<file path="src/asc_pkg.sv">
// Package for the asynchronous serial channel: register map, field
// positions, reset values and encodings shared by the channel and its divider.
// Assumes a 32-bit APB register bus with each register in one aligned word.
package asc_pkg;
	// Register byte offsets
	localparam logic [7:0] ASC_OFS_TX_BUFFER = 8'h00;
	localparam logic [7:0] ASC_OFS_RX_BUFFER = 8'h04;
	localparam logic [7:0] ASC_OFS_BAUD_DIVIDER = 8'h08;
	localparam logic [7:0] ASC_OFS_SERIAL_MODE = 8'h0c;
	localparam logic [7:0] ASC_OFS_CONTROL_ZERO = 8'h10;
	localparam logic [7:0] ASC_OFS_CONTROL_ONE = 8'h14;
	localparam logic [7:0] ASC_OFS_SPECIAL_A = 8'h18;
	localparam logic [7:0] ASC_OFS_SPECIAL_B = 8'h1c;
	localparam logic [7:0] ASC_OFS_SPECIAL_C = 8'h20;
	localparam logic [7:0] ASC_OFS_SPECIAL_D = 8'h24;
	localparam logic [7:0] ASC_OFS_SHARED_CONTROL = 8'h28;
	localparam logic [7:0] ASC_OFS_PORT_CONTROL = 8'h2c;

	// Serial mode register fields
	localparam int ASC_MODE_FIELD_LSB = 0;
	localparam int ASC_MODE_CLOCK_SOURCE = 3;
	localparam int ASC_MODE_STOP_BITS = 4;
	localparam int ASC_MODE_ODD_EVEN = 5;
	localparam int ASC_MODE_PARITY_ENABLE = 6;
	localparam int ASC_MODE_PIN_POLARITY = 7;
	localparam logic [2:0] ASC_MODE_CHAR7 = 3'h4;
	localparam logic [2:0] ASC_MODE_CHAR8 = 3'h5;
	localparam logic [2:0] ASC_MODE_CHAR9 = 3'h6;

	// Control zero register fields
	localparam int ASC_C0_DIV_SOURCE_LSB = 0;
	localparam int ASC_C0_FLOW_SELECT = 2;
	localparam int ASC_C0_SHIFT_VACANT = 3;
	localparam int ASC_C0_FLOW_DISABLE = 4;
	localparam int ASC_C0_OPEN_DRAIN = 5;
	localparam int ASC_C0_CLOCK_EDGE = 6;
	localparam int ASC_C0_BIT_ORDER = 7;

	// Control one register fields
	localparam int ASC_C1_TX_ALLOW = 0;
	localparam int ASC_C1_TX_VACANT = 1;
	localparam int ASC_C1_RX_ALLOW = 2;
	localparam int ASC_C1_RX_COMPLETE = 3;
	localparam int ASC_C1_TX_IRQ_SOURCE = 4;
	localparam int ASC_C1_CONT_RX = 5;
	localparam int ASC_C1_DATA_INVERT = 6;
	localparam int ASC_C1_ERROR_SIGNAL = 7;

	// Shared control register fields
	localparam int ASC_SH_CLOCK_MULTI = 5;
	localparam int ASC_SH_CTS_ROUTE = 6;
	localparam int ASC_SH_PCLK_SELECT = 7;

	// Port control register fields (general port use of shared pins)
	localparam int ASC_PC_CLK_OUT = 0;
	localparam int ASC_PC_CLK_DIR = 1;
	localparam int ASC_PC_FLOW_OUT = 2;
	localparam int ASC_PC_FLOW_DIR = 3;
	localparam int ASC_PC_SIN_DIR = 4;
	localparam int ASC_PC_SIN_LEVEL = 5;
	localparam int ASC_PC_CLK_LEVEL = 6;
	localparam int ASC_PC_FLOW_LEVEL = 7;

	// Receive buffer flag positions
	localparam int ASC_RB_OVERRUN = 12;
	localparam int ASC_RB_FRAMING = 13;
	localparam int ASC_RB_PARITY = 14;
	localparam int ASC_RB_ERROR_SUM = 15;

	// Reset values
	localparam logic [7:0] ASC_RST_BYTE = 8'h00;
	localparam logic [7:0] ASC_RST_CONTROL_ZERO = 8'h08;
	localparam logic [7:0] ASC_RST_CONTROL_ONE = 8'h02;

	// Timing: oversample ticks per bit and the mid-bit sample point
	localparam logic [3:0] ASC_TICK_LAST = 4'hf;
	localparam logic [3:0] ASC_TICK_MID = 4'h7;

	// Prescaler divide masks for the count source
	localparam logic [5:0] ASC_DIV1_MASK = 6'h00;
	localparam logic [5:0] ASC_DIV8_MASK = 6'h07;
	localparam logic [5:0] ASC_DIV32_MASK = 6'h1f;
endpackage

</file>
<file path="src/asc_baud_gen.sv">
// Baud divider: counts count-source pulses and gives one oversample tick
// for every setting plus one of them. Assumes one clock and a one-cycle
// source enable from the caller.
`timescale 1ns/100ps
module asc_baud_gen
	import asc_pkg::*;
#(
	parameter int DIV_W = 8
) (
	input wire logic pclk,
	input wire logic presetn,
	input wire logic src_en,
	input wire logic [DIV_W-1:0] div_value,
	output logic tick
);
	typedef struct packed {
		logic [DIV_W-1:0] count;
		logic tick;
	} asc_bg_state_t;

	asc_bg_state_t state;
	asc_bg_state_t next_state;

	// Reload on zero so the tick rate is source over setting plus one
	always_comb begin
		next_state = state;
		next_state.tick = 1'b0;
		if (src_en) begin
			if (state.count == '0) begin
				next_state.count = div_value;
				next_state.tick = 1'b1;
			end else begin
				next_state.count = state.count - 1'b1;
			end
		end
	end

	// State register
	always_ff @(posedge pclk or negedge presetn) begin
		if (!presetn) begin
			state <= '0;
		end else begin
			state <= next_state;
		end
	end

	assign tick = state.tick;
endmodule

</file>
<file path="src/asc_channel.sv">
// One asynchronous serial channel with its APB register file, transmitter,
// receiver, flow control and shared pin handling.
// Assumes all pin inputs are synchronous to pclk and an APB3 master.
// Summary of operation
// - Mode field 100b/101b/110b picks 7/8/9 bits
// - Buffer bits 0..6, 0..7 or 0..8 hold data
// - Unused upper receive bits read undefined
// - Receive buffer bit 11 reads undefined
// - Receive-only use keeps serial output high
// - Transmit-only frees input pin as port
// - Clock source select picks internal or pin
// - Flow pin is port, CTS or RTS
// - Bit order honoured only for 8 bits
// - Transfers run only while allowed; a transmit frame already started still finishes after the allow bit clears
// - Buffer vacant, shifter vacant, receive complete flags
// - Select bit picks transmit request event
// - Data invert flips character data logic
// - Polarity select flips both serial pins
// - Optional odd/even parity, selectable stop bits
// - Push-pull or open-drain output; channel 2 fixed
// - Shared CTS route feeds channel 0 CTS
// - Count source from divide and clock selects
// - Bit rate is source over sixteen(n+1)
// - Error sum set on any receive error
// - CTS low, allowed and data start transmission
// - Start and stop bits never inverted
//
// Implementation choices: the address map and the APB slave port.
`timescale 1ns/100ps
module asc_channel
	import asc_pkg::*;
#(
	parameter int CHANNEL_INDEX = 0,
	parameter int DIV_W = 8
) (
	input wire logic pclk,
	input wire logic presetn,
	input wire logic psel,
	input wire logic penable,
	input wire logic pwrite,
	input wire logic [7:0] paddr,
	input wire logic [31:0] pwdata,
	output logic [31:0] prdata,
	output logic pready,
	output logic pslverr,
	output logic serial_out_pin_o,
	output logic serial_out_pin_oe,
	input wire logic serial_in_pin,
	input wire logic bit_clock_pin_i,
	output logic bit_clock_pin_o,
	output logic bit_clock_pin_oe,
	input wire logic flow_pin_i,
	output logic flow_pin_o,
	output logic flow_pin_oe,
	input wire logic shared_port_pin,
	output logic tx_request,
	output logic rx_request
);
	typedef struct packed {
		logic [7:0] mode;
		logic [7:0] ctl0;
		logic [7:0] ctl1;
		logic [DIV_W-1:0] divider;
		logic [31:0] special;
		logic [7:0] shared_ctl;
		logic [4:0] port_ctl;
		logic [8:0] txbuf;
		logic tx_vacant;
		logic tx_busy;
		logic [12:0] tx_shift;
		logic [3:0] tx_bits;
		logic [3:0] tx_tick;
		logic rx_busy;
		logic [3:0] rx_tick;
		logic [3:0] rx_bits;
		logic [3:0] rx_idx;
		logic [11:0] rx_shift;
		logic [8:0] rxbuf;
		logic rx_full;
		logic overrun;
		logic framing;
		logic parity;
		logic [5:0] pre_cnt;
		logic ext_prev;
		logic [31:0] prdata;
		logic pready;
		logic pslverr;
		logic sout;
		logic sout_oe;
		logic clk_o;
		logic clk_oe;
		logic flow_o;
		logic flow_oe;
		logic tx_req;
		logic rx_req;
	} asc_state_t;

	asc_state_t state;
	asc_state_t next_state;
	logic tick;
	logic src_en;

	// Character length from the mode field, zero when not asynchronous
	function automatic logic [3:0] char_len(input logic [2:0] field);
		unique case (field)
			ASC_MODE_CHAR7: char_len = 4'd7;
			ASC_MODE_CHAR8: char_len = 4'd8;
			ASC_MODE_CHAR9: char_len = 4'd9;
			default: char_len = 4'd0;
		endcase
	endfunction

	// Character data as it travels on the line: order and logic applied
	function automatic logic [8:0] line_data(input logic [8:0] d, input logic [3:0] len,
			input logic msb_first, input logic invert);
		logic [8:0] r;
		r = d;
		if (len == 4'd8 && msb_first) begin
			r = {1'b0, d[0], d[1], d[2], d[3], d[4], d[5], d[6], d[7]};
		end
		if (invert) begin
			r = ~r;
		end
		if (len == 4'd7) begin
			r[8:7] = 2'h0;
		end else if (len == 4'd8) begin
			r[8] = 1'b0;
		end
		line_data = r;
	endfunction

	// Count source selection for the baud divider
	always_comb begin
		logic [5:0] mask;
		mask = ASC_DIV1_MASK;
		unique case (state.ctl0[ASC_C0_DIV_SOURCE_LSB +: 2])
			2'h1: mask = ASC_DIV8_MASK;
			2'h2, 2'h3: mask = ASC_DIV32_MASK;
			2'h0: mask = ASC_DIV1_MASK;
		endcase
		if (state.shared_ctl[ASC_SH_PCLK_SELECT]) begin
			mask = {mask[4:0], 1'b1};
		end
		if (state.mode[ASC_MODE_CLOCK_SOURCE]) begin
			src_en = bit_clock_pin_i & ~state.ext_prev;
		end else begin
			src_en = (state.pre_cnt & mask) == 6'h00;
		end
	end

	asc_baud_gen #(
		.DIV_W(DIV_W)
	) u_baud (
		.pclk(pclk),
		.presetn(presetn),
		.src_en(src_en),
		.div_value(state.divider),
		.tick(tick)
	);

	// Register file, transmitter, receiver and pin logic
	always_comb begin
		logic [3:0] len;
		logic par_on;
		logic two_stop;
		logic pol;
		logic [8:0] ldata;
		logic [8:0] rdata;
		logic line_in;
		logic cts_in;
		logic flow_on;
		logic cts_on;
		logic access;
		logic hit;
		logic [31:0] rd;
		logic ppar;
		logic async;
		next_state = state;
		len = char_len(state.mode[ASC_MODE_FIELD_LSB +: 3]);
		async = len != 4'd0;
		par_on = state.mode[ASC_MODE_PARITY_ENABLE];
		two_stop = state.mode[ASC_MODE_STOP_BITS];
		pol = state.mode[ASC_MODE_PIN_POLARITY];
		line_in = serial_in_pin ^ pol;
		flow_on = ~state.ctl0[ASC_C0_FLOW_DISABLE];
		cts_in = flow_pin_i;
		cts_on = flow_on & ~state.ctl0[ASC_C0_FLOW_SELECT];
		// Channel 0 takes CTS from the shared pin even with RTS selected
		if (CHANNEL_INDEX == 0 && state.shared_ctl[ASC_SH_CTS_ROUTE]) begin
			cts_in = shared_port_pin;
			cts_on = flow_on;
		end
		next_state.pre_cnt = state.pre_cnt + 6'h01;
		next_state.ext_prev = bit_clock_pin_i;
		next_state.tx_req = 1'b0;
		next_state.rx_req = 1'b0;
		ldata = '0;
		rdata = '0;
		ppar = 1'b0;

		// APB slave: answer one cycle into the access phase
		access = psel & penable & ~state.pready;
		next_state.pready = access;
		next_state.pslverr = 1'b0;
		hit = 1'b1;
		rd = 32'h00000000;
		unique case (paddr)
			ASC_OFS_TX_BUFFER: rd = 32'h00000000;
			ASC_OFS_RX_BUFFER: rd = {16'h0000, state.overrun | state.framing | state.parity,
				state.parity, state.framing, state.overrun, 3'h0, state.rxbuf};
			ASC_OFS_BAUD_DIVIDER: rd = 32'h00000000;
			ASC_OFS_SERIAL_MODE: rd = {24'h000000, state.mode};
			ASC_OFS_CONTROL_ZERO: rd = {24'h000000, state.ctl0};
			ASC_OFS_CONTROL_ONE: rd = {24'h000000, state.ctl1};
			ASC_OFS_SPECIAL_A: rd = {24'h000000, state.special[7:0]};
			ASC_OFS_SPECIAL_B: rd = {24'h000000, state.special[15:8]};
			ASC_OFS_SPECIAL_C: rd = {24'h000000, state.special[23:16]};
			ASC_OFS_SPECIAL_D: rd = {24'h000000, state.special[31:24]};
			ASC_OFS_SHARED_CONTROL: rd = {24'h000000, state.shared_ctl};
			ASC_OFS_PORT_CONTROL: rd = {24'h000000, flow_pin_i, bit_clock_pin_i,
				serial_in_pin, state.port_ctl};
			default: hit = 1'b0;
		endcase
		if (access) begin
			next_state.prdata = pwrite ? 32'h00000000 : rd;
			next_state.pslverr = ~hit;
			if (!pwrite && paddr == ASC_OFS_RX_BUFFER) begin
				next_state.rx_full = 1'b0;
			end
		end
		if (psel && penable && state.pready && pwrite) begin
			unique case (paddr)
				ASC_OFS_TX_BUFFER: begin
					next_state.txbuf = pwdata[8:0];
					next_state.tx_vacant = 1'b0;
				end
				ASC_OFS_BAUD_DIVIDER: next_state.divider = pwdata[DIV_W-1:0];
				ASC_OFS_SERIAL_MODE: next_state.mode = pwdata[7:0];
				ASC_OFS_CONTROL_ZERO: begin
					next_state.ctl0 = {pwdata[7:4], state.ctl0[ASC_C0_SHIFT_VACANT], pwdata[2:0]};
					if (CHANNEL_INDEX == 2) begin
						next_state.ctl0[ASC_C0_OPEN_DRAIN] = 1'b0;
					end
				end
				ASC_OFS_CONTROL_ONE: begin
					next_state.ctl1 = {pwdata[7:4], state.ctl1[ASC_C1_RX_COMPLETE],
						pwdata[2], state.ctl1[ASC_C1_TX_VACANT], pwdata[0]};
				end
				ASC_OFS_SPECIAL_A: next_state.special[7:0] = pwdata[7:0];
				ASC_OFS_SPECIAL_B: next_state.special[15:8] = pwdata[7:0];
				ASC_OFS_SPECIAL_C: next_state.special[23:16] = pwdata[7:0];
				ASC_OFS_SPECIAL_D: next_state.special[31:24] = pwdata[7:0];
				ASC_OFS_SHARED_CONTROL: next_state.shared_ctl = pwdata[7:0];
				ASC_OFS_PORT_CONTROL: next_state.port_ctl = pwdata[4:0];
				default: next_state.pslverr = 1'b0;
			endcase
		end

		// Transmitter: load from the buffer, then shift one bit per 16 ticks
		if (!async) begin
			next_state.tx_busy = 1'b0;
			next_state.tx_vacant = 1'b1;
		end else if (tick) begin
			if (state.tx_busy) begin
				next_state.tx_tick = state.tx_tick + 4'h1;
				if (state.tx_tick == ASC_TICK_LAST) begin
					next_state.tx_shift = {1'b1, state.tx_shift[12:1]};
					next_state.tx_bits = state.tx_bits - 4'h1;
					if (state.tx_bits == 4'h1) begin
						next_state.tx_busy = 1'b0;
						next_state.tx_req = state.ctl1[ASC_C1_TX_IRQ_SOURCE];
					end
				end
			end else if (state.ctl1[ASC_C1_TX_ALLOW] && !state.tx_vacant
					&& (!cts_on || !cts_in)) begin
				ldata = line_data(state.txbuf, len, state.ctl0[ASC_C0_BIT_ORDER],
					state.ctl1[ASC_C1_DATA_INVERT]);
				ppar = ^ldata ^ ~state.mode[ASC_MODE_ODD_EVEN];
				next_state.tx_shift = ({4'hf, ldata} << 1) | 13'h1e00;
				next_state.tx_shift[4'd1 + len] = par_on ? ppar : 1'b1;
				for (int i = 0; i < 10; i++) begin
					if (i >= len + 1 && i >= 1) begin
						next_state.tx_shift[i] = (i == len + 1 && par_on) ? ppar : 1'b1;
					end
				end
				next_state.tx_bits = 4'd2 + len + {3'h0, par_on} + {3'h0, two_stop};
				next_state.tx_tick = 4'h0;
				next_state.tx_busy = 1'b1;
				next_state.tx_vacant = 1'b1;
				next_state.tx_req = ~state.ctl1[ASC_C1_TX_IRQ_SOURCE];
			end
		end
		next_state.ctl1[ASC_C1_TX_VACANT] = next_state.tx_vacant;
		next_state.ctl0[ASC_C0_SHIFT_VACANT] = ~next_state.tx_busy;

		// Receiver: start on a low level, sample mid-bit every 16 ticks
		if (!async || !state.ctl1[ASC_C1_RX_ALLOW]) begin
			next_state.rx_busy = 1'b0;
			if (!state.ctl1[ASC_C1_RX_ALLOW]) begin
				next_state.rx_full = 1'b0;
				next_state.overrun = 1'b0;
				next_state.framing = 1'b0;
				next_state.parity = 1'b0;
			end
		end else if (tick) begin
			if (!state.rx_busy) begin
				if (!line_in) begin
					next_state.rx_busy = 1'b1;
					next_state.rx_tick = 4'h0;
					next_state.rx_idx = 4'h0;
					next_state.rx_bits = len + {3'h0, par_on} + {3'h0, two_stop} + 4'h2;
				end
			end else begin
				next_state.rx_tick = state.rx_tick + 4'h1;
				if (state.rx_tick == ASC_TICK_MID) begin
					if (state.rx_idx == 4'h0 && line_in) begin
						next_state.rx_busy = 1'b0;
					end else if (state.rx_idx != 4'h0) begin
						next_state.rx_shift[state.rx_idx - 4'h1] = line_in;
					end
					next_state.rx_idx = state.rx_idx + 4'h1;
					if (state.rx_idx == state.rx_bits - 4'h1) begin
						rdata = state.rx_shift[8:0];
						rdata = line_data(rdata & ~(9'h1ff << len), len,
							state.ctl0[ASC_C0_BIT_ORDER], state.ctl1[ASC_C1_DATA_INVERT]);
						next_state.rxbuf = rdata;
						next_state.parity = par_on && ((^(state.rx_shift[8:0] & ~(9'h1ff << len)))
							^ state.rx_shift[len] ^ ~state.mode[ASC_MODE_ODD_EVEN]);
						next_state.framing = !line_in || (two_stop && !par_on ?
							!state.rx_shift[len] : (two_stop && !state.rx_shift[len + 4'h1]));
						next_state.overrun = state.rx_full;
						next_state.rx_full = 1'b1;
						next_state.rx_req = 1'b1;
						next_state.rx_busy = 1'b0;
					end
				end
			end
		end
		next_state.ctl1[ASC_C1_RX_COMPLETE] = next_state.rx_full;

		// Serial output pin: idle high, polarity and output mode applied
		next_state.sout = (state.tx_busy ? state.tx_shift[0] : 1'b1) ^ pol;
		if (CHANNEL_INDEX == 2 || state.ctl0[ASC_C0_OPEN_DRAIN]) begin
			next_state.sout_oe = async & ~next_state.sout;
			next_state.sout = 1'b0;
		end else begin
			next_state.sout_oe = async;
		end

		// Clock pin: general port with internal clock, input otherwise
		next_state.clk_o = state.port_ctl[ASC_PC_CLK_OUT];
		next_state.clk_oe = ~state.mode[ASC_MODE_CLOCK_SOURCE]
			& state.port_ctl[ASC_PC_CLK_DIR];

		// Flow pin: port, CTS input or RTS output ready when reception is allowed and the buffer is empty
		if (!flow_on) begin
			next_state.flow_o = state.port_ctl[ASC_PC_FLOW_OUT];
			next_state.flow_oe = state.port_ctl[ASC_PC_FLOW_DIR];
		end else if (state.ctl0[ASC_C0_FLOW_SELECT]) begin
			next_state.flow_o = ~(state.ctl1[ASC_C1_RX_ALLOW] & ~state.rx_full);
			next_state.flow_oe = 1'b1;
		end else begin
			next_state.flow_o = 1'b0;
			next_state.flow_oe = 1'b0;
		end
	end

	// State register
	always_ff @(posedge pclk or negedge presetn) begin
		if (!presetn) begin
			state <= '0;
			state.ctl0 <= ASC_RST_CONTROL_ZERO;
			state.ctl1 <= ASC_RST_CONTROL_ONE;
			state.mode <= ASC_RST_BYTE;
			state.tx_vacant <= 1'b1;
			state.tx_shift <= 13'h1fff;
			state.sout <= 1'b1;
			state.flow_o <= 1'b1;
		end else begin
			state <= next_state;
		end
	end

	assign prdata = state.prdata;
	assign pready = state.pready;
	assign pslverr = state.pslverr;
	assign serial_out_pin_o = state.sout;
	assign serial_out_pin_oe = state.sout_oe;
	assign bit_clock_pin_o = state.clk_o;
	assign bit_clock_pin_oe = state.clk_oe;
	assign flow_pin_o = state.flow_o;
	assign flow_pin_oe = state.flow_oe;
	assign tx_request = state.tx_req;
	assign rx_request = state.rx_req;
endmodule

</file>
<file path="config.mk">
export PLATFORM = sky130hd
export DESIGN_NAME = asc_channel
export DESIGN_NICKNAME = d
export VERILOG_FILES = /design/src/asc_pkg.sv /design/src/asc_baud_gen.sv /design/src/asc_channel.sv
export SDC_FILE = /design/constraint.sdc
export NUM_CORES = 1
export LEC_CHECK = 0
export BUFFER_PORTS_ARGS = -buffer_cell sky130_fd_sc_hd__buf_2
export CORE_MARGIN = 2
export CORE_UTILIZATION = 25
export CTS_CLUSTER_DIAMETER = 30
export CTS_CLUSTER_SIZE = 8
export DETAILED_ROUTE_END_ITERATION = 10
export SETUP_SLACK_MARGIN = 0.3
export SKIP_CTS_REPAIR_TIMING = 1
export SLEW_MARGIN = 40
export SYNTH_ARGS = -nofsm -noshare
export SYNTH_HDL_FRONTEND = slang
export SYNTH_SLANG_ARGS = --single-unit
export TNS_END_PERCENT = 20
</file>
<file path="constraint.sdc">
create_clock -name pclk -period 3.9 [get_ports pclk]
set_input_delay 0.975 -clock pclk [delete_from_list [all_inputs] [get_ports pclk]]
set_output_delay 0.975 -clock pclk [all_outputs]
set_load 0.02 [all_outputs]
</file>
-- Word-level counts from Yosys, hierarchy flattened
Cells that the tools add are included.
W data, S select, Z words.
- input port bits: 49
- output and inout bits: 42
- logic and storage cells: 335
- register bits after elaboration: 205
- order comparisons: 14
- bitwise gates (word level): 35
- mux-type cells: 119
- reduce and logical (&&, ||, !) cells: 71
- $add $sub $neg: 16
- equal/unequal tests: 36
- shift operators: 1
- operators by type and width (operator ; number):
    $pmux W16 S10 ; 1
    $mux W9 ; 17
    $eq A3 B32 Y1 const A ; 4
    $ge A3 B32 Y1 const A ; 4
    $mux W1 ; 71
    $eq A2 B32 Y1 const A ; 2
    $ge A2 B32 Y1 const A ; 2
    $ge A4 B32 Y1 const A ; 2
    $mux W23 ; 2
    $mux W38 ; 1
    $eq A1 B32 Y1 const A ; 1
    $eq A4 B32 Y1 const A ; 1
    $eq A8 B5 Y1 const B ; 4
    $eq A8 B6 Y1 const B ; 4
    $ge A1 B32 Y1 const A ; 1
    $mux W32 ; 1
    $mux W29 ; 1
    $not A9 Y9 ; 3
    $mux W13 ; 2
    $mux W25 ; 1
    $mux W12 ; 2
    $logic_and A1 B1 Y1 ; 22
    $mux W22 ; 1
    $reduce_and A2 Y1 ; 11
    other kinds (57) ; 131

-- Longest topological paths before layout
Gate-level depths: netlist (run 1).
- depth in word-level cells: 32
- mapped depth: 19

-- Modules after synthesis
Synthesis (run 1) repeated with hierarchy kept, for this count alone.
- cells, all modules: 944
- area, all modules: 10037.1 um2
- modules (own cells, without submodules) (module ; area an instance (um2) ; cells an instance ; times used):
    asc_channel ; 9460.3 ; 881 ; 1
    asc_baud_gen ; 576.8 ; 63 ; 1

-- Least setup slack after synthesis (run 1)
No wires, ideal clock.
- kind: flip-flop to flip-flop
- start point: reg state[188] in the netlist's numbering
- end point: reg state[105] in the netlist's numbering
- path buffers: 3
- arrival time: 3536 ps
- setup time: 103 ps
- cell stages (with the launch flop): 19
- setup slack: 261 ps
- required time: 3797 ps
- clock period less this slack: 3639 ps
- cell sequence: dfrtp_1 buf_6 nor2b_1 inv_2 nor2_1 inv_1 ha_1 clkbuf_1 nor2b_1 and2_1 clkbuf_1 inv_1 ha_1 or2_1 a31o_1 a211o_1 a21o_1 a21oi_4 a41oi_1
- longest elaborated chain between the ends: 27
- ends and longest elaborated chain (what ; line ; text):
    start: declaration ; asc_channel.sv:98 ; asc_state_t state;
    start signal: assignment ; asc_channel.sv:380 ; state <= next_state;
    $eq A3 B3 Y1 ; asc_channel.sv:105 ; unique case (field)
    $pmux W4 S3 (*) ; asc_channel.sv:105 ;
    $eq A4 B4 Y1 ; asc_channel.sv:118, asc_channel.sv:126 ;
    $logic_and A1 B1 Y1 ; asc_channel.sv:118 ; if (len == 4'd8 && msb_first) begin
    $mux W9 ; asc_channel.sv:118 ;
    $mux W9 ; asc_channel.sv:274 ; end else if (state.ctl1[ASC_C1_TX_ALLOW] && !state.tx_vacant
    $mux W9 ; asc_channel.sv:264 ; if (state.tx_busy) begin
    $mux W9 ; asc_channel.sv:263 ; end else if (tick) begin
    (+11 left out) ; -- ;
    $mux W1 ; asc_channel.sv:263 ;
    $mux W1 ; asc_channel.sv:260 ; if (!async) begin
    $reduce_xor A9 Y1 ; asc_channel.sv:278 ; ppar = ^ldata ^ ~state.mode[ASC_MODE_ODD_EVEN];
    $xor A1 B1 Y1 ; asc_channel.sv:278 ;
    $mux W1 ; asc_channel.sv:280 ; next_state.tx_shift[4'd1 + len] = par_on ? ppar : 1'b1;
    $bwmux W13 ; asc_channel.sv:280 ;
    $mux W23 ; asc_channel.sv:274 ;
    $mux W22 ; asc_channel.sv:264 ;
Mark *: on every way between the ends. The rest lies on a longest branch, timed or not. The select of a mux whose other input is x is not followed.
A chain may end at the register's enable or synchronous reset.

-- Worst setup path in the final report (run 1)
Ends and elaborated chain as after synthesis.

==> results of run 1 <==
[stage by stage]
stage          setup WS, ps  utilization [%]
2_1_floorplan           322                -
3_3_place_gp            363             27.2
3_5_place_dp            281             27.2
4_1_cts                 232             28.6
5_1_grt                 326             28.7
6_report                569             28.7
[cell type report]
cell class                      instances  area share (%)
Multi-Input combinational cell        668            43.1
Sequential cell                       183            41.3
Tap cell                              518            5.81
Clock buffer                           17            3.82
Timing Repair Buffer                   71            3.78
Clock inverter                         14            1.23
Inverter                               30            1.01
[where the power goes]
part	leakage [nW]	switching, W	internal, W
combinational	2.31	0.000195	0.0000914
clock	0.265	0.000785	0.000893
sequential	2.34	0.0000404	0.00194
total	4.92	0.00102	0.00293
[worst max-delay path: stages, from the launching register on]
cell	delay, ps
dfrtp_1	470
nor2b_2	180
inv_2	120
nor2_4	130
inv_1	80
ha_2	240
nor2b_2	150
and2_1	160
inv_1	100
ha_2	240
or2_1	260
a31o_1	230
a211o_1	310
a21o_1	200
a21oi_4	220
a41oi_1	150
[how the worst max path moves through the flow]
| stage | end | cells after the start | slack, ps | start |
|---|---|---|---|---|
| after global placement | state[105] | 15 | 360 | state[188] |
| final | state[105] | 15 | 570 | state[188] |
| after floorplan | state[105] | 18 | 320 | state[188] |
| after CTS | state[105] | 15 | 230 | state[188] |
| after detailed placement | state[105] | 15 | 280 | state[188] |
| after global routing | state[105] | 15 | 330 | state[188] |
[synth_stat cells (20+ instances only)]
cell,n
a21oi_1,49
buf_4,33
clkbuf_1,32
dfrtp_1,166
ha_1,21
inv_1,29
mux2_2,92
nand2_1,72
nor2_1,57
o21ai_0,59
xnor2_1,20
xor2_1,22
[logic make-up (layout without fill, tap and decap cells)]
logic type / after synthesis / after routing / synth area share [%]
buf+inv: 109 / 132 / 5.65
other cells: 1 / 19 / 0.0380
simple gates: 238 / 238 / 12.0
flops: 183 / 183 / 46.7
fa+ha+maj: 22 / 22 / 2.87
xor+xnor: 43 / 43 / 3.96
compound gates: 230 / 230 / 15.2
mux: 116 / 116 / 13.6
[metal layers]
| layer | vias to the layer above | part of all wire (%) | routed length (um) | track usage, % |
|---|---|---|---|---|
| li1 | 3388 | - | - | - |
| met2 | 200 | 46 | 11500 | 19.5 |
| met4 | 6 | 2.3 | 572 | 4.14 |
| met5 | - | 0.11 | 28 | 0 |
| met1 | 3579 | 46 | 11500 | 17.0 |
| met3 | 39 | 5.4 | 1350 | 2.26 |
==> impl_metrics.toml, run 1 <==
[status]
status = "complete, no violations"

[critical_path]
cp_data_arrival_time_ps = 3660
critical_path_class = "register to register"
worst_setup_path_end_kind = "register"
cp.required_ps = 4230
rrSetupSlack_ps = 570
reg2reg_depth = 15
regToRegStartpoint = "state[188]"
r2r-end = "state[105]"
start_kind = "register"
crit_fanout = 8

[grt]
antenna_found_initial = 3
grt_usage_pct = 12.3
grt_pass1_wl_um = 40300
grt_pass1_vias = 7102
grt.overflow.total = 0
grt_max_degree = 80

[finish]
area_growth_pct = 13.1
fillers = 4053
final_cell_area_sq_um = 11200
fin_nets = 1042
drive_above_1_share_pct = 24.9
layout_common_cells = "dfrtp_1, mux2_2, nand2_1"
largest_register = "state"
ff_latch_area_sq_um = 4600
antenna_cells = 0
multi_input_comb_area_sq_um = 4800
stdcell_count = 1501
layout_commonest_cell = "dfrtp_1"
largest_reg_flops = 139

[synthesis]
synth_edf_count = 0
netlist_area_sq_um = 9860
ys.flop_type = "dfrtp_1"
synth_area_leaders = "dfrtp_1, mux2_2, dfstp_2"
post_synth.cell_area_avg_sq_um = 10.5
synth_top_area_share_pct = 42.1
synthCells = 942
yosysSeqAreaShare_pct = 46.7
yosysTopAreaCell = "dfrtp_1"
yosysUniqueCellTypes = 79
synth_seq_cells = 183
ys_warn_count = 0
ys_async_sr_fraction_pct = 100

[placed_design]
place_inst = 1469
post_dp_cell_area_sq_um = 10600
gp_congestion = 0.848
dp_hpwl_um = 18000
port_buffers = 48

[sta]
tns_ps = 0
slew_viol_final = 0
hold-worst-slack_ps = 415
finClkSkew_ps = 11.4
fin_crit_ps = 3330
tightest_slew_ps = 787
rsz0062_at_grt = "false"
setup_viol = 0
clock.fmax_ghz = 0.300
slew_headroom_pct = 46.2
post-route-period-util_pct = 85.4
finalHoldViolations = 0

[min_path]
whs_path_depth = 0
hold_path_end = "bit_clock_pin_o"
hp-start = "next_state[5]"
hold_path.class = "register to register"

[clock_tree]
numCtsBuffers = 17
insertion_delay_ps = 430
clockBufferDepth = 2
cts_sinks = 183
clk_pin_slew_ps = 70
cts_tree = "yes"
cts-root-buf = "clkbuf_16"
h-tree-depth = 4

[drt]
firstDrtPassIters = 5
antenna_left = 0
routed-via-count = 7212
drt_iter0_markers = 470
drc_errors = 0
avgViaCountPerCell = 4.80
wl_per_cell_um = 16.7
wl_um = 25100

[floorplan]
die_width_um = 203
rows = 72
pin_count = 91
core_area_sq_um = 38800
die_h_um = 203
floorplan.initialDensity_pct = 25.4
dieArea_sq_um = 41000

[power_and_ir_drop]
powerDensity_nw_per_um2 = 354
leakagePower_nw = 4.92
peakVddDrop_mv = 0.271
total_power_w = 0.00395

[run]
cap_violations = 0
Power figures use the tool's default switching activity.
==> inputs of run 2 (changes only) <==
--- a/config.mk
+++ b/config.mk
@@ -6,7 +6,7 @@
 export NUM_CORES = 1
 export LEC_CHECK = 0
 export BUFFER_PORTS_ARGS = -buffer_cell sky130_fd_sc_hd__buf_2
-export CORE_MARGIN = 2
+export CORE_MARGIN = 3
 export CORE_UTILIZATION = 25
 export CTS_CLUSTER_DIAMETER = 30
 export CTS_CLUSTER_SIZE = 8
==> constraint.sdc (replaced) <==
create_clock -name pclk -period 3.9 [get_ports pclk]
set_input_delay 0.975 -clock pclk [delete_from_list [all_inputs] [get_ports pclk]]
set_output_delay 0.975 -clock pclk [all_outputs]
set_load 0.1 [all_outputs]
==> impl_metrics.toml, run 2 (same netlist as run 1, synthesis figures left out) <==
[clock_tree]
clockBufferDepth = 2
h-tree-depth = 4
cts_tree = "yes"
cts-root-buf = "clkbuf_16"
insertion_delay_ps = 430
cts_sinks = 183
numCtsBuffers = 17
clk_pin_slew_ps = 70

[grt]
antenna_found_initial = 4
grt_pass1_vias = 7116
grt_max_degree = 93
grt.overflow.total = 0
grt_usage_pct = 11.9
grt_pass1_wl_um = 39800

[critical_path]
cp_data_arrival_time_ps = 3720
worstSetupStartpoint = "state[189]"
cp.required_ps = 4230
regToRegStartpoint = "state[189]"
worst_setup_path_end_kind = "register"
crit_fanout = 11
start_kind = "register"
critical_path_class = "register to register"

[drt]
avgViaCountPerCell = 4.85
firstDrtPassIters = 5
antenna_left = 0
drt_iter0_markers = 564
drc_errors = 0
wl_per_cell_um = 16.7
wl_um = 25100
routed-via-count = 7297

[power_and_ir_drop]
power.switching_w = 0.00113
swShare_pct = 28.2
intPower_w = 0.00288
leakagePower_nw = 4.92
powerDensity_nw_per_um2 = 360
peakVddDrop_mv = 0.163
pwr-share-clk_pct = 41.7
combPwrFrac_pct = 8.9
seq_power_share_pct = 49.4

[finish]
layout_commonest_cell = "dfrtp_1"
largest_register = "state"
largest_reg_flops = 139
fin_nets = 1040
drive_above_1_share_pct = 24.7
stdcell_count = 1503
layout_common_cells = "dfrtp_1, mux2_2, nand2_1"
area_growth_pct = 13.1

[placed_design]
dp_hpwl_um = 18100
port_buffers = 48
gp_congestion = 0.847
place_inst = 1468

[sta]
finClkSkew_ps = 14.6
tightest_slew_ps = 773
clock.fmax_ghz = 0.295
slew_headroom_pct = 47.1
finalHoldViolations = 0
tns_ps = 0
setup_viol = 0
rsz0062_at_grt = "false"
fin_crit_ps = 3390
slew_viol_final = 0
post-route-period-util_pct = 86.9

[min_path]
hold_path.class = "register to register"
hp-start = "next_state[5]"

[floorplan]
die_h_um = 205
pin_count = 91
die_width_um = 205
dieArea_sq_um = 41900
floorplan.initialDensity_pct = 25.4
rows = 72
core_area_sq_um = 38800

[status]
status = "complete, no violations"

[run]
cap_violations = 0
run 2: cell count changes in the layout (fill, tap and decap cells not counted), moves of 2 or more:
cell      change
inv_6         -6
inv_8         +5
buf_4         -3
diode_2       +3
clkinv_4      +2
run 2: power by group through the flow:
stage	registers (W)	logic, W	clock network [W]
floorplan	0.00202	0.000252	0
global placement	0.00202	0.000354	0
detailed placement	0.00202	0.000360	0
CTS	0.00198	0.000362	0.00171
global route	0.00199	0.000394	0.00178
finish	0.00198	0.000358	0.00168
run 2: stage by stage:
step / instance area [sq um] / total power, W / setup slack, ps / utilization, % / hold slack [ps]
2_1_floorplan: 9930 / 0.00227 / 322 / - / 365
3_3_place_gp: 10600 / 0.00237 / 320 / 27.2 / 382
3_5_place_dp: 10600 / 0.00238 / 168 / 27.2 / 408
4_1_cts: 11100 / 0.00405 / 153 / 28.6 / 422
5_1_grt: 11100 / 0.00417 / 325 / 28.7 / 428
6_report: 11200 / 0.00402 / 511 / 28.7 / 415
run 2: layout make-up:
| class | count | area, sq um |
|---|---|---|
| antenna | 3 | 7.51 |
| clock buffer | 17 | 425 |
| clock inverter | 15 | 143 |
| fill | 4011 | 27700 |
| inverter | 30 | 113 |
| multi-input combinational | 668 | 4790 |
| sequential | 183 | 4600 |
| tap | 518 | 648 |
| timing repair buffer | 69 | 419 |
run 2: path summary, 6_finish.rpt:
check	slack, ps	endpoint	cells past startpoint
max in group asynchronous	2490	state[106]	2
max	510	state[105]	13
min in group asynchronous	500	state[130]	1
max reg2reg	510	state[105]	13
min reg2reg	410	bit_clock_pin_o	0
min	410	bit_clock_pin_o	0
run 2: per-layer routing:
metal  vias up  wire [um]  track usage, %
li1       3398          -               -
met5         -          0               0
met4         0        416            3.02
met3        28       1440            2.19
met2       215      11600            19.1
met1      3656      11700            16.7
run 2: critical path, cell delays in order (launching register included):
cell and delay, ps:
dfrtp_1 510, xor2_1 280, nand2_1 150, ha_2 270
nor2b_2 160, and2_1 160, inv_1 90, ha_2 250
or2_1 270, a31o_1 230, a211o_1 320, a21o_1 190
a21oi_4 240, a41oi_1 160
==> inputs of run 3 (changes only) <==
--- a/config.mk
+++ b/config.mk
@@ -11,6 +11,7 @@
 export CTS_CLUSTER_DIAMETER = 30
 export CTS_CLUSTER_SIZE = 8
 export DETAILED_ROUTE_END_ITERATION = 10
+export MAX_ROUTING_LAYER = met4
 export SETUP_SLACK_MARGIN = 0.3
 export SKIP_CTS_REPAIR_TIMING = 1
 export SLEW_MARGIN = 40
==> impl_metrics.toml, run 3 (same netlist as run 1, synthesis figures left out) <==
[status]
status = "complete, no violations"

[critical_path]
worstSetupStartpoint = "state[188]"
cp.required_ps = 4250
worst_setup_path_end_kind = "register"
reg2reg_depth = 15
crit_buf_inv = 3
cp_slowest_cell = "dfrtp_1"
crit_family = "compound AO/OA/AOI/OAI gates"
crit_fanout = 8
path_cells = "nor2b_2, inv_2, nor2_2, inv_1, ha_1, nor2b_2, and2_1, inv_1, ha_2, or2_1, a31o_1, a211o_1, a21o_1, a21oi_4, a41oi_1"
crit_path_max_incr_delay_ps = 460
regToRegStartpoint = "state[188]"
critical_path_class = "register to register"
rrSetupSlack_ps = 450
critPathCapture = "state[105]"
cp_num_cells = 15
r2r-end = "state[105]"
cp_data_arrival_time_ps = 3800
start_kind = "register"

[drt]
avgViaCountPerCell = 4.86
wl_per_cell_um = 16.8
antenna_left = 0
firstDrtPassIters = 5
wl_um = 25400
drt_iter0_markers = 591
routed-via-count = 7323
drc_errors = 0

[sta]
fin_crit_ps = 3450
slew_viol_final = 0
finClkSkew_ps = 13.9
slew_headroom_pct = 38.4
clock.fmax_ghz = 0.290
tightest_slew_ps = 901
post-route-period-util_pct = 88.5
finalHoldViolations = 0
tns_ps = 0
rsz0062_at_grt = "true"
hold-worst-slack_ps = 420
setup_viol = 0

[placed_design]
place_inst = 1472
dp_hpwl_um = 18300
gp_congestion = 0.882
post_dp_cell_area_sq_um = 10600
port_buffers = 48

[finish]
drive_above_1_share_pct = 24.8
layout_commonest_cell = "dfrtp_1"
largest_register = "state"
stdcell_count = 1508
final_cell_area_sq_um = 11200
area_growth_pct = 13.3
layout_common_cells = "dfrtp_1, mux2_2, nand2_1"
fin_nets = 1044
largest_reg_flops = 139
fillers = 4014

[floorplan]
core_area_sq_um = 38800
die_h_um = 205
pin_count = 91
die_width_um = 205
dieArea_sq_um = 41900
rows = 72
floorplan.initialDensity_pct = 25.4

[power_and_ir_drop]
pwr-share-clk_pct = 42.2
combPwrFrac_pct = 8.8
leakagePower_nw = 4.94
power.switching_w = 0.00115
seq_power_share_pct = 49.0
intPower_w = 0.00290
peakVddDrop_mv = 0.260
swShare_pct = 28.5
powerDensity_nw_per_um2 = 362

[grt]
grt_usage_pct = 12.6
antenna_found_initial = 4
grt.overflow.total = 0
grt_pass1_wl_um = 40900
grt_max_degree = 91
grt_pass1_vias = 7281

[clock_tree]
cts_tree = "yes"
clk_pin_slew_ps = 70
insertion_delay_ps = 440
clockBufferDepth = 2
cts-root-buf = "clkbuf_16"
h-tree-depth = 4
numCtsBuffers = 17
cts_sinks = 183

[run]
cap_violations = 0

[min_path]
hold_path.class = "register to register"
run 3: how the worst min path moves through the flow:
| stage | startpoint | endpoint | cells after the start |
|---|---|---|---|
| 6_report | next_state[5] | bit_clock_pin_o | 0 |
| 5_1_grt | next_state[5] | bit_clock_pin_o | 0 |
| 3_3_place_gp | next_state[5] | bit_clock_pin_o | 0 |
| 3_5_place_dp | next_state[5] | bit_clock_pin_o | 0 |
| 4_1_cts | next_state[5] | bit_clock_pin_o | 0 |
| 2_1_floorplan | next_state[5] | bit_clock_pin_o | 0 |
run 3: worst register-to-register path, delay by kind of cell, from the launching register on:
| family | cells | cell delay (ps) |
|---|---|---|
| AOI/OAI and AO/OA | 5 | 1100 |
| adders and majority gates | 2 | 560 |
| buffers and inverters | 3 | 290 |
| DFF | 1 | 460 |
| and+or+nand+nor | 5 | 940 |
run 3: cell type report:
| type | instances | area, sq um | area share [%] |
|---|---|---|---|
| clock inverters | 14 | 148 | 1.32 |
| clock buffers | 18 | 429 | 3.84 |
| well taps | 518 | 648 | 5.80 |
| inverters | 30 | 113 | 1.01 |
| multi-input cells | 668 | 4790 | 42.8 |
| diodes | 4 | 10.0 | 0.0896 |
| flip-flops and latches | 183 | 4600 | 41.2 |
| repair buffers | 73 | 437 | 3.91 |
run 3: power by group through the flow:
stage          Sequential (W)  Combinational (W)  Clock [W]
2_1_floorplan         0.00202           0.000252          0
3_3_place_gp          0.00202           0.000354          0
3_5_place_dp          0.00202           0.000361          0
4_1_cts               0.00198           0.000362    0.00174
5_1_grt               0.00199           0.000395    0.00181
6_report              0.00198           0.000357    0.00171
run 3: per-layer routing:
layer | GRT usage [%] | routed length (um) | up-vias
met4 | 2.92 | 399 | 0
li1 | - | - | 3417
met2 | 19.6 | 12000 | 188
met3 | 2.64 | 1410 | 29
met1 | 16.9 | 11600 | 3689
met5 | - | 0 | -
run 3: per-stage QoR:
step | util, % | worst slack [ps] | total power [W]
global route | 28.8 | 250 | 0.00420
global placement | 27.2 | 328 | 0.00237
finish | 28.8 | 448 | 0.00405
detailed placement | 27.2 | 295 | 0.00238
floorplan | - | 322 | 0.00227
CTS | 28.7 | 272 | 0.00408
